File: src/pkg/osc_ctrl_defs.vh
`ifndef OSC_CTRL_DEFS_VH
`define OSC_CTRL_DEFS_VH
// ==========================================
// Register byte addresses
`define ADDR_OSC_CTRL 12'h000
`define ADDR_CLK_DIV 12'h004
// ==========================================
// Oscillator control fields
`define OC_CUR_HI 14
`define OC_CUR_LO 12
`define OC_REQ_HI 10
`define OC_REQ_LO 8
`define OC_SEL_LOCK 7
`define OC_IO_LOCK 6
`define OC_PLL_LOCK 5
`define OC_CLK_FAIL 3
`define OC_PRI_KEEP 2
`define OC_SEC_EN 1
`define OC_SWITCH_GO 0
// ==========================================
// Clock divider fields
`define CD_ROI 15
`define CD_DOZE_HI 14
`define CD_DOZE_LO 12
`define CD_DOZE_EN 11
`define CD_RC_HI 10
`define CD_RC_LO 8
`define CD_SYS_HI 7
`define CD_SYS_LO 6
`define CD_RESET 16'h0100
// ==========================================
// Source codes
`define SRC_INT_RC 3'h0
`define SRC_INT_RC_PLL 3'h1
`define SRC_PRIMARY 3'h2
`define SRC_PRIMARY_PLL 3'h3
`define SRC_SECONDARY 3'h4
`define SRC_LOW_POWER_RC 3'h5
`define SRC_RESERVED 3'h6
`define SRC_INT_RC_DIV 3'h7
`define PRI_NONE 2'h3
// ==========================================
// Unlock keys
`define KEY_HI_1 8'h78
`define KEY_HI_2 8'h9a
`define KEY_LO_1 8'h46
`define KEY_LO_2 8'h57
// ==========================================
// Timing
`define SWITCH_WAIT_CYCLES 4'ha
`endif

File: src/hw/unlock_seq.v
`timescale 1ns/10ps
`default_nettype none
// ==========================================
// Two-key unlock for one byte lane
module unlock_seq #(
	parameter [7:0] KEY1 = 8'h00,
	parameter [7:0] KEY2 = 8'h00
) (
	input wire i_clk,
	input wire i_reset,
	input wire i_wr,
	input wire i_any_wr,
	input wire [7:0] i_data,
	output wire o_open
);
	reg [1:0] stage_r;
	reg [1:0] stage_nxt;
	assign o_open = (stage_r == 2'h2);
	always @* begin
		stage_nxt = stage_r;
		// Any other write breaks the sequence
		if (i_any_wr) begin
			if (i_wr && i_data == KEY1 && stage_r != 2'h2)
				stage_nxt = 2'h1;
			else if (i_wr && i_data == KEY2 && stage_r == 2'h1)
				stage_nxt = 2'h2;
			else
				stage_nxt = 2'h0;
		end
	end
	always @(posedge i_clk or posedge i_reset) begin
		if (i_reset)
			stage_r <= 2'h0;
		else
			stage_r <= stage_nxt;
	end
endmodule // unlock_seq
`default_nettype wire

File: src/hw/doze_divider.v
`timescale 1ns/10ps
`default_nettype none
// ==========================================
// Peripheral clock enable at 1:2^n
module doze_divider #(
	parameter W = 7
) (
	input wire i_clk,
	input wire i_reset,
	input wire [2:0] i_ratio,
	output reg o_tick
);
	reg [W-1:0] cnt_r;
	wire [W-1:0] mask;
	assign mask = ~({W{1'b1}} << i_ratio);
	always @(posedge i_clk or posedge i_reset) begin
		if (i_reset) begin
			cnt_r <= {W{1'b0}};
			o_tick <= 1'b0;
		end else begin
			cnt_r <= cnt_r + 1'b1;
			o_tick <= ((cnt_r & mask) == {W{1'b0}});
		end
	end
endmodule // doze_divider
`default_nettype wire

File: src/hw/osc_select_clock_divider_control.v
// Function
// - Switching only when switch cfg high bit zero
// - Fail-safe monitor enabled only when cfg 00
// - Power-on source from initial source cfg
// - Primary submode from cfg; others use 11
// - Erased config starts internal RC divided
// - Current source readable in bits 14:12
// - Requested source bits 10:8, reset from cfg
// - Switch go bit reads zero when done
// - Lock bit blocks switches under monitor
// - Monitor off means never locked
// - PLL lock bit reflects lock status
// - PLL lock cleared on switch, non-PLL mode
// - Clock fail set by monitor, clear only
// - IO lock needs unlock; one-way option
// - Primary keep bit controls Sleep running
// - Secondary enable bit drives 32 kHz oscillator
// - Doze field selects 1:2^n ratio
// - Doze enable applies ratio else 1:1
// - Interrupt clears doze enable when set
// - RC postscaler divides 2^n, 256 top
// - System postscaler divides 1,2,4,8
// - Switching disabled holds go bit zero
// - Wait ten new-clock cycles then change
// - High byte write needs 78h, 9Ah
// - Low byte write needs 46h, 57h
`timescale 1ns/10ps
`default_nettype none
`include "osc_ctrl_defs.vh"
module osc_select_clock_divider_control #(
	parameter [1:0] ERASED_MON_CFG = 2'h3
) (
	input wire i_clk,
	input wire i_reset,
	input wire i_psel,
	input wire i_penable,
	input wire i_pwrite,
	input wire [11:0] i_paddr,
	input wire [31:0] i_pwdata,
	input wire [3:0] i_pstrb,
	output reg [31:0] o_prdata,
	output reg o_pready,
	output reg o_pslverr,
	input wire i_cfg_erased,
	input wire [1:0] i_switch_monitor_cfg,
	input wire [2:0] i_initial_source_cfg,
	input wire [1:0] i_primary_submode_cfg,
	input wire i_io_lock_one_way_cfg,
	input wire i_pll_locked,
	input wire i_clock_fail_detect,
	input wire i_irq,
	input wire i_sleep,
	output reg [2:0] o_clock_source,
	output reg [1:0] o_primary_submode,
	output reg o_primary_run,
	output reg o_secondary_enable,
	output reg o_fail_safe_monitor,
	output reg o_io_lock_a,
	output reg o_periph_tick,
	output reg [8:0] o_rc_divide,
	output reg [3:0] o_sys_divide
);
	// ==========================================
	// Configuration capture after reset release
	reg cfg_loaded_r;
	reg [1:0] mon_cfg_r;
	reg [2:0] init_src_r;
	reg [1:0] pri_cfg_r;
	reg one_way_r;
	always @(posedge i_clk or posedge i_reset) begin
		if (i_reset) begin
			cfg_loaded_r <= 1'b0;
			mon_cfg_r <= 2'h3;
			init_src_r <= `SRC_INT_RC_DIV;
			pri_cfg_r <= `PRI_NONE;
			one_way_r <= 1'b1;
		end else if (!cfg_loaded_r) begin
			cfg_loaded_r <= 1'b1;
			mon_cfg_r <= i_cfg_erased ? ERASED_MON_CFG : i_switch_monitor_cfg;
			init_src_r <= i_cfg_erased ? `SRC_INT_RC_DIV : i_initial_source_cfg;
			pri_cfg_r <= i_cfg_erased ? `PRI_NONE : i_primary_submode_cfg;
			one_way_r <= i_cfg_erased ? 1'b1 : i_io_lock_one_way_cfg;
		end
	end
	wire switch_ok;
	wire monitor_on;
	assign switch_ok = cfg_loaded_r && !mon_cfg_r[1];
	assign monitor_on = cfg_loaded_r && (mon_cfg_r == 2'h0);

	// ==========================================
	// APB decode
	wire acc;
	wire wr;
	wire hit_oc;
	wire hit_cd;
	assign acc = i_psel && i_penable;
	assign hit_oc = (i_paddr == `ADDR_OSC_CTRL);
	assign hit_cd = (i_paddr == `ADDR_CLK_DIV);
	assign wr = acc && i_pwrite && o_pready;
	wire oc_wr_hi;
	wire oc_wr_lo;
	wire any_hi;
	wire any_lo;
	wire open_hi;
	wire open_lo;
	assign any_hi = wr && hit_oc && i_pstrb[1];
	assign any_lo = wr && hit_oc && i_pstrb[0];
	unlock_seq #(.KEY1(`KEY_HI_1), .KEY2(`KEY_HI_2)) u_unlock_hi (
		.i_clk(i_clk),
		.i_reset(i_reset),
		.i_wr(any_hi),
		.i_any_wr(wr),
		.i_data(i_pwdata[15:8]),
		.o_open(open_hi)
	);
	unlock_seq #(.KEY1(`KEY_LO_1), .KEY2(`KEY_LO_2)) u_unlock_lo (
		.i_clk(i_clk),
		.i_reset(i_reset),
		.i_wr(any_lo),
		.i_any_wr(wr),
		.i_data(i_pwdata[7:0]),
		.o_open(open_lo)
	);
	assign oc_wr_hi = any_hi && open_hi;
	assign oc_wr_lo = any_lo && open_lo;

	// ==========================================
	// Oscillator control state
	reg [2:0] cur_src_r;
	reg [2:0] req_src_r;
	reg go_r;
	reg sel_lock_r;
	reg io_lock_r;
	reg pll_lock_r;
	reg fail_r;
	reg pri_keep_r;
	reg sec_en_r;
	reg [3:0] wait_r;
	reg src_init_r;
	wire uses_pll;
	wire locked_out;
	assign uses_pll = (cur_src_r == `SRC_INT_RC_PLL) || (cur_src_r == `SRC_PRIMARY_PLL);
	assign locked_out = monitor_on && sel_lock_r;
	wire go_set;
	assign go_set = oc_wr_lo && i_pwdata[`OC_SWITCH_GO] && switch_ok && !locked_out;
	wire valid_start;
	assign valid_start = go_r && wait_r == 4'h0 && req_src_r != cur_src_r && req_src_r != `SRC_RESERVED;

	always @(posedge i_clk or posedge i_reset) begin
		if (i_reset) begin
			cur_src_r <= `SRC_INT_RC_DIV;
			req_src_r <= `SRC_INT_RC_DIV;
			go_r <= 1'b0;
			sel_lock_r <= 1'b0;
			io_lock_r <= 1'b0;
			pll_lock_r <= 1'b0;
			fail_r <= 1'b0;
			pri_keep_r <= 1'b0;
			sec_en_r <= 1'b0;
			wait_r <= 4'h0;
			src_init_r <= 1'b0;
		end else if (cfg_loaded_r && !src_init_r) begin
			src_init_r <= 1'b1;
			cur_src_r <= init_src_r;
			req_src_r <= init_src_r;
		end else if (src_init_r) begin
			if (oc_wr_hi && !go_r && !locked_out)
				req_src_r <= i_pwdata[`OC_REQ_HI:`OC_REQ_LO];
			if (oc_wr_lo) begin
				pri_keep_r <= i_pwdata[`OC_PRI_KEEP];
				sec_en_r <= i_pwdata[`OC_SEC_EN];
				if (i_pwdata[`OC_SEL_LOCK])
					sel_lock_r <= 1'b1;
				if (!(one_way_r && io_lock_r))
					io_lock_r <= i_pwdata[`OC_IO_LOCK];
				if (!i_pwdata[`OC_CLK_FAIL])
					fail_r <= 1'b0;
			end
			if (monitor_on && i_clock_fail_detect)
				fail_r <= 1'b1;
			if (!switch_ok) begin
				go_r <= 1'b0;
				wait_r <= 4'h0;
			end else if (go_set && !go_r) begin
				go_r <= 1'b1;
			end else if (go_r && wait_r == 4'h0) begin
				if (valid_start) begin
					pll_lock_r <= 1'b0;
					if (!(monitor_on && i_clock_fail_detect))
						fail_r <= 1'b0;
					wait_r <= `SWITCH_WAIT_CYCLES;
				end else begin
					go_r <= 1'b0;
				end
			end else if (wait_r != 4'h0) begin
				if (wait_r == 4'h1) begin
					cur_src_r <= req_src_r;
					go_r <= 1'b0;
				end
				wait_r <= wait_r - 4'h1;
			end
			if (!uses_pll || valid_start || wait_r != 4'h0)
				pll_lock_r <= 1'b0;
			else
				pll_lock_r <= i_pll_locked;
		end
	end

	// ==========================================
	// Clock divider register
	reg [15:0] cd_r;
	always @(posedge i_clk or posedge i_reset) begin
		if (i_reset) begin
			cd_r <= `CD_RESET;
		end else begin
			if (wr && hit_cd && i_pstrb[1])
				cd_r[15:8] <= i_pwdata[15:8];
			if (wr && hit_cd && i_pstrb[0])
				cd_r[7:6] <= i_pwdata[7:6];
			if (cd_r[`CD_ROI] && i_irq)
				cd_r[`CD_DOZE_EN] <= 1'b0;
		end
	end
	wire [2:0] doze_ratio;
	wire tick;
	assign doze_ratio = cd_r[`CD_DOZE_EN] ? cd_r[`CD_DOZE_HI:`CD_DOZE_LO] : 3'h0;
	doze_divider #(.W(7)) u_doze (
		.i_clk(i_clk),
		.i_reset(i_reset),
		.i_ratio(doze_ratio),
		.o_tick(tick)
	);

	// ==========================================
	// Divide factor decode
	function [8:0] rc_div;
		input [2:0] code;
		begin
			if (code == 3'h7)
				rc_div = 9'h100;
			else
				rc_div = 9'h001 << code;
		end
	endfunction

	// ==========================================
	// Outputs and APB answer
	wire [15:0] oc_read;
	assign oc_read = {1'b0, cur_src_r, 1'b0, req_src_r, sel_lock_r, io_lock_r, pll_lock_r,
		1'b0, fail_r, pri_keep_r, sec_en_r, go_r};
	always @(posedge i_clk or posedge i_reset) begin
		if (i_reset) begin
			o_prdata <= 32'h0000_0000;
			o_pready <= 1'b0;
			o_pslverr <= 1'b0;
			o_clock_source <= `SRC_INT_RC_DIV;
			o_primary_submode <= `PRI_NONE;
			o_primary_run <= 1'b0;
			o_secondary_enable <= 1'b0;
			o_fail_safe_monitor <= 1'b0;
			o_io_lock_a <= 1'b0;
			o_periph_tick <= 1'b0;
			o_rc_divide <= 9'h002;
			o_sys_divide <= 4'h1;
		end else begin
			// One wait state: answer in the second access cycle
			o_pready <= i_psel && i_penable && !o_pready;
			o_pslverr <= i_psel && i_penable && !o_pready && !hit_oc && !hit_cd;
			if (i_psel && i_penable && !o_pready && !i_pwrite)
				o_prdata <= hit_oc ? {16'h0000, oc_read} :
					hit_cd ? {16'h0000, cd_r[15:6], 6'h00} : 32'h0000_0000;
			o_clock_source <= cur_src_r;
			o_primary_submode <= (cur_src_r == `SRC_PRIMARY || cur_src_r == `SRC_PRIMARY_PLL) ?
				pri_cfg_r : `PRI_NONE;
			// primary runs in Sleep if kept
			o_primary_run <= (cur_src_r == `SRC_PRIMARY || cur_src_r == `SRC_PRIMARY_PLL ||
				req_src_r == `SRC_PRIMARY || req_src_r == `SRC_PRIMARY_PLL) &&
				(!i_sleep || pri_keep_r);
			o_secondary_enable <= sec_en_r || cur_src_r == `SRC_SECONDARY;
			o_fail_safe_monitor <= monitor_on;
			o_io_lock_a <= io_lock_r;
			o_periph_tick <= tick;
			o_rc_divide <= rc_div(cd_r[`CD_RC_HI:`CD_RC_LO]);
			o_sys_divide <= 4'h1 << cd_r[`CD_SYS_HI:`CD_SYS_LO];
		end
	end
endmodule // osc_select_clock_divider_control
`default_nettype wire

File: config.mk
export PLATFORM = sky130hd
export DESIGN_NAME = osc_select_clock_divider_control
export DESIGN_NICKNAME = d
export VERILOG_FILES = /design/src/hw/unlock_seq.v /design/src/hw/doze_divider.v /design/src/hw/osc_select_clock_divider_control.v
export VERILOG_INCLUDE_DIRS = /design/src /design/src/pkg
export SDC_FILE = /design/constraint.sdc
export NUM_CORES = 1
export LEC_CHECK = 0
export BUFFER_PORTS_ARGS = -buffer_cell sky130_fd_sc_hd__buf_2
export CAP_MARGIN = 30
export CORE_MARGIN = 3
export CORE_UTILIZATION = 50
export CTS_CLUSTER_DIAMETER = 150
export DETAILED_ROUTE_END_ITERATION = 16
export GPL_ROUTABILITY_DRIVEN = 0
export PLACE_DENSITY = 0.89
export SLEW_MARGIN = 10
export SYNTH_ARGS = -nofsm -noshare
export SYNTH_HDL_FRONTEND = slang
export SYNTH_HIERARCHICAL = 1
export SYNTH_SLANG_ARGS = --single-unit
File: constraint.sdc
create_clock -name i_clk -period 2.7 [get_ports i_clk]
set_clock_uncertainty 0.1 [all_clocks]
set_input_delay 0.405 -clock i_clk [delete_from_list [all_inputs] [get_ports i_clk]]
set_output_delay 0.405 -clock i_clk [all_outputs]
set_load 0.005 [all_outputs]
# ---- Word-level counts from Yosys, hierarchy flattened
# Index checks and enable logic that the tools add are counted.
dict set report word_totals {
  word_cells 195
  regBits 106
}
dict set report op_classes {
  bitwise_logic 4
  n_reduce_logical 77
  shift 3
  muxes 45
  eq_ne 29
  n_addsub 2
}
# operator n
set op_table {}
lappend op_table {{$logic_and 1x1->1} 40}
lappend op_table {{$mux 3} 12}
lappend op_table {{$mux 16} 2}
lappend op_table {{$eq 8x7->1 const B} 3}
lappend op_table {{$mux 4} 6}
lappend op_table {{$mux 1} 17}
lappend op_table {{$mux 2} 7}
lappend op_table {{$eq 12x3->1 const B} 1}
lappend op_table {{$eq 3x2->1 const B} 4}
lappend op_table {{$logic_not 12->1} 1}
lappend op_table {{$reduce_bool 2->1} 6}
lappend op_table {{$logic_not 1->1} 10}
lappend op_table {{$reduce_and 5->1} 2}
lappend op_table {{$mux 9} 1}
lappend op_table {{$shl 1x3->9 const A} 1}
lappend op_table {{$eq 8x8->1 const B} 1}
lappend op_table {{$logic_or 1x1->1} 8}
lappend op_table {{$ne 2x2->1 const B} 4}
lappend op_table {{$ne 4x1->1 const B} 2}
lappend op_table {{$reduce_and 4->1} 2}
lappend op_table {{$add 7x1->7 const B} 1}
lappend op_table {{$and 7x7->7} 1}
lappend op_table {{$logic_not 7->1} 1}
lappend op_table {{$not 7->7} 1}
lappend op_table {{20 further kinds} 26}

# ---- Depth between registers and ports, before layout
dict set report logic_depth {
  ltp_word 14
  ltp_mapped 8
}

# ---- Cells and area by module
# The synthesis kept the hierarchy.
# module cells_per_inst instances area_per_inst_um2
set by_module_without_submodules {}
lappend by_module_without_submodules {osc_select_clock_divider_control 325 1 3442.1}
lappend by_module_without_submodules {doze_divider 30 1 346.6}
lappend by_module_without_submodules {{unlock_seq (u_unlock_hi)} 15 1 128.9}
lappend by_module_without_submodules {{unlock_seq (u_unlock_lo)} 14 1 116.4}

# ---- Worst setup path after synthesis
# OpenSTA, ideal clock, no wires.
dict set report synth_path {
  path_kind {input to register}
  startpoint {in i_psel}
  endpoint {reg sec_en_r}
  stages 5
  n_path_buf 0
  setup_time_ns 0.125
  required_ns 2.475
  slack_ns 0.793
  t_arrival_ns 1.682
  cell_sequence {nand2_1 -> nor2_1 -> nand3_1 -> nor3_2 -> mux2_2}
}
dict set report synth_via {
  elab_chain_cells 7
}
# item line_no
set synth_rtl {}
lappend synth_rtl {{start: declaration} osc_select_clock_divider_control.v:35} ;# input wire i_psel,
lappend synth_rtl {{$logic_and 1x1->1} osc_select_clock_divider_control.v:96} ;# assign acc = i_psel && i_penable;
lappend synth_rtl {{$logic_and 1x1->1 (2 in a row)} osc_select_clock_divider_control.v:99} ;# assign wr = acc && i_pwrite && o_pready;
lappend synth_rtl {{via wr} osc_select_clock_divider_control.v:93} ;# wire wr;
lappend synth_rtl {{$logic_and 1x1->1 (2 in a row)} osc_select_clock_divider_control.v:107} ;# assign any_lo = wr && hit_oc && i_pstrb[0];
lappend synth_rtl {{$logic_and 1x1->1} osc_select_clock_divider_control.v:125} ;# assign oc_wr_lo = any_lo && open_lo;
lappend synth_rtl {{$reduce_and 3->1 (no source line)} --}
lappend synth_rtl {{end signal: assignment} osc_select_clock_divider_control.v:171} ;# sec_en_r <= i_pwdata[`OC_SEC_EN];
lappend synth_rtl {{end: declaration} osc_select_clock_divider_control.v:137} ;# reg sec_en_r;
# The timed path passes the listed nets, and every way through them passes these cells.
# A chain may end at the register's enable or synchronous reset.

# ---- Worst setup path in the final report
dict set report layout_path {
  startpoint {reg cur_src_r[1]}
  endpoint {reg wait_r[0]}
}
dict set report layout_via {
  elab_chain_cells 5
}
# item line_no
set layout_rtl {}
lappend layout_rtl {{start: declaration} osc_select_clock_divider_control.v:129} ;# reg [2:0] cur_src_r;
lappend layout_rtl {{start signal: assignment} osc_select_clock_divider_control.v:151} ;# cur_src_r <= `SRC_INT_RC_DIV;
lappend layout_rtl {{start signal: assignment} osc_select_clock_divider_control.v:164} ;# cur_src_r <= init_src_r;
lappend layout_rtl {{start signal: assignment} osc_select_clock_divider_control.v:197} ;# cur_src_r <= req_src_r;
lappend layout_rtl {{$ne 3x3->1} osc_select_clock_divider_control.v:147} ;# assign valid_start = go_r && wait_r == 4'h0 && req_src_r != cur_src_r && req_src_r != `SRC_RESERVED;
lappend layout_rtl {{$logic_and 1x1->1} osc_select_clock_divider_control.v:147}
lappend layout_rtl {{$logic_and 1x1->1 (no source line)} --}
lappend layout_rtl {{$ne 3x3->1 (no source line)} --}
lappend layout_rtl {{$reduce_and 5->1 (no source line)} --}
lappend layout_rtl {{end signal: assignment} osc_select_clock_divider_control.v:191} ;# wait_r <= `SWITCH_WAIT_CYCLES;
lappend layout_rtl {{end signal: assignment} osc_select_clock_divider_control.v:200} ;# wait_r <= wait_r - 4'h1;
lappend layout_rtl {{end: declaration} osc_select_clock_divider_control.v:138} ;# reg [3:0] wait_r;
# Every way passes these cells.

==> impl_metrics.env <==
export IMPL_status="complete, no violations"
export IMPL_cts_resized=0
export IMPL_period_needed_ns=2.09
export IMPL_grt_ovfl_total=0
export IMPL_ys_flop_type="dfrtp_1"
export IMPL_fin_nets=540
export IMPL_grt_use_total_pct=21.4
export IMPL_max_freq_mhz=478
export IMPL_root_buffer="clkbuf_8"
export IMPL_grt_pass1_vias=3043
export IMPL_synth_avg_cell_area_sq_um=10.5
export IMPL_maxSlewViolCount=0
export IMPL_p_per_area_nw_per_um2=571
export IMPL_grt_use_met2_pct=35.8
export IMPL_drc=0
export IMPL_final_core_util_pct=60.9
export IMPL_slew_headroom_pct=55.6
export IMPL_synthAdderAreaFrac_pct=1.21
export IMPL_ys_seq_area_share_pct=55.3
export IMPL_synthTopCellsByCount="dfrtp_1, nand2_1, nor2_1"
export IMPL_timing_final_crit_share_pct=77.4
export IMPL_path_class="register to register"
export IMPL_postRouteAntennaNets=0
export IMPL_slowest_stage="dfstp_2"
export IMPL_cp_start_kind="register"
export IMPL_first_pass_iters=4
export IMPL_netlist_area_leader_share_pct=40.9
export IMPL_r2r_worst_path_cells=6
export IMPL_synth_most_common_cell="dfrtp_1"
export IMPL_wl_per_cell_um=15.8
export IMPL_cp_max_fo=6
export IMPL_synthDistinctLibCells=64
export IMPL_diodes=0
export IMPL_io_pins=123
export IMPL_rsz0062_at_grt="false"
export IMPL_synth_area_sq_um=4030
export IMPL_critPathRequiredTime_ns=2.85
export IMPL_ys_ff_latch=88
export IMPL_tightestPinTransition_ns=0.666
export IMPL_setup_viol=0
export IMPL_finalWirelength_um=9150
export IMPL_min_path_cells=2
export IMPL_core_sq_um=7770
export IMPL_chipHeight_um=95.8
export IMPL_yosys_area_share_simple_pct=18.7
export IMPL_hold_class="primary input to register"
export IMPL_cts_tree="built"
export IMPL_synthCells=384
export IMPL_synth_compound_area_share_pct=12.3
export IMPL_synth_xor_area_share_pct=1.30
export IMPL_cpPeakStageDelay_ns=0.62
export IMPL_worstHoldEndpoint="o_primary_run$_DFF_PP0_"
export IMPL_async_reset_ff_share_pct=100
export IMPL_yosys_area_top_type="dfrtp_1"
export IMPL_antenna_found_initial=0
export IMPL_synth_warnings=6
export IMPL_timing_rr_start="cur_src_r[1]$_DFFE_PP1P_"
export IMPL_die_area_sq_um=9180
export IMPL_hold_viol=0
export IMPL_syn_to_final_growth_pct=17.3
export IMPL_clk_latency_ns=0.36
export IMPL_row_count=32
export IMPL_critPathCaptureType="register"
export IMPL_met1_usage_pct=26.6
export IMPL_r2r_slack_ns=0.61
export IMPL_cp_data_arrival_time_ns=2.25
export IMPL_power_total_mw=2.70
export IMPL_cap_viol_max_count=0
export IMPL_synth_edf_count=0
export IMPL_peakVddDrop_mv=0.329
export IMPL_start_util_pct=51.9
export IMPL_r2r_end="wait_r[0]$_DFFE_PP0P_"
export IMPL_drt_first_iter_violations=191
export IMPL_grt_pass1_wl_um=14800
export IMPL_busiest_layer="met2"
export IMPL_routed_via_density=5.43
export IMPL_synth_top_family_by_area="simple AND/OR/NAND/NOR gates"
export IMPL_hpwl_um=6830
export IMPL_p_leak_nw=2.33
export IMPL_fp_dieW_um=95.8
export IMPL_holdCritStartpoint="i_sleep"
export IMPL_htree_levels=3
export IMPL_clock_path_buffers=2
export IMPL_grt_max_degree=53
export IMPL_synth_area_top_cells="dfrtp_1, dfstp_2, buf_4, nand2_1, nor2_1"
export IMPL_portBuffers=86
export IMPL_drive_gt1_share_pct=32.1
export IMPL_vias=3141
export IMPL_muxShareOfSynthArea_pct=3.78
export IMPL_cts_sinks=88
export IMPL_fin_setup_tns_ns=0
export IMPL_use_met3_pct=3.21
export IMPL_clk_pin_slew_worst_paths_ns=0.08
export IMPL_cts_buffers=9
export IMPL_crit_chain="nor2b_1 -> a21oi_1 -> o32a_1 -> nand3_2 -> nand2_1 -> o311ai_1"
export IMPL_fillers=660
layout make-up:
cell class	count	area [sq um]	share of cell area (%)
clock inverters	5	57.6	1.22
multi-input cells	261	1580	33.3
well taps	102	128	2.70
flip-flops and latches	88	2230	47.1
clock buffers	11	174	3.68
inverters	18	67.6	1.43
repair buffers	93	498	10.5
cell usage in the layout, fill, tap and decap left out, types with 7 or more instances in the layout:
master	count
a21oi_1	15
and2_1	7
buf_2	86
clkbuf_8	9
conb_1	19
dfrtp_1	66
dfstp_2	22
inv_1	17
mux2_2	10
nand2_1	37
nand3_1	10
nor2_1	36
nor2b_1	8
nor3_1	9
o21ai_0	21
timing repair:
action,4_1_cts,5_1_grt
endpoints found under the hold margin,12,0
hold buffers,1,0
buffers inserted,0,0
state kept, by name, indices dropped and copies added (netlist names), 2 cells and up:
name / count
cd_r: 10
cur_src_r: 3
init_src_r: 3
mon_cfg_r: 2
o_clock_source: 3
o_prdata: 15
o_primary_submode: 2
o_rc_divide: 8
o_sys_divide: 4
pri_cfg_r: 2
req_src_r: 3
u_doze/cnt_r: 7
u_unlock_hi/stage_r: 2
u_unlock_lo/stage_r: 2
wait_r: 4
per-stage QoR:
stage | area, sq um | hold slack (ns) | setup slack (ns) | cells
floorplan | 4100 | 0.0462 | 0.293 | 401
global placement | 4490 | 0.211 | 0.502 | 561
detailed placement | 4490 | 0.215 | 0.396 | 561
finish | 4730 | 0.120 | 0.609 | 578
global route | 4730 | 0.121 | 0.461 | 578
CTS | 4730 | 0.110 | 0.588 | 578
worst max-delay path by stage:
stage	slack (ns)	to	startpoint
6_report	0.61	wait_r[0]$_DFFE_PP0P_	cur_src_r[1]$_DFFE_PP1P_
2_1_floorplan	0.29	cd_r[10]$_DFFE_PP0P_	i_reset
5_1_grt	0.46	cur_src_r[0]$_DFFE_PP1P_	wait_r[0]$_DFFE_PP0P_
3_3_place_gp	0.50	cd_r[15]$_DFFE_PP0P_	i_paddr[4]
4_1_cts	0.59	wait_r[0]$_DFFE_PP0P_	cur_src_r[1]$_DFFE_PP1P_
3_5_place_dp	0.40	cd_r[12]$_DFFE_PP0P_	i_paddr[11]
cell families (layout without fill, tap and decap cells):
kind of cell,after synthesis,in the layout
AND/OR/NAND/NOR,144,144
flip-flops,88,88
AO/OA/AOI/OAI,74,74
buffers and inverters,52,127
multiplexers,14,14
XOR/XNOR,6,6
adder cells (fa/ha/maj),4,4
other,2,19
report_power, final:
| part | internal (mW) | switching, mW | total, mW |
|---|---|---|---|
| clock network | 0.541 | 0.468 | 1.01 |
| logic | 0.107 | 0.137 | 0.244 |
| registers | 1.40 | 0.0516 | 1.45 |
| total | 2.05 | 0.656 | 2.70 |
worst max-delay path: cells and delay by family, from the launching register on:
kind            cells  cell delay (ns)
compound gates      3             0.71
flops               1             0.62
simple gates        3             0.56
metal layers:
metal / up-vias / share of wire, %
li1: 1478 / -
met1: 1546 / 41
met2: 99 / 50
met3: 18 / 5.9
met4: 0 / 2.6
met5: - / 0
(Power assumes the default switching activity.)
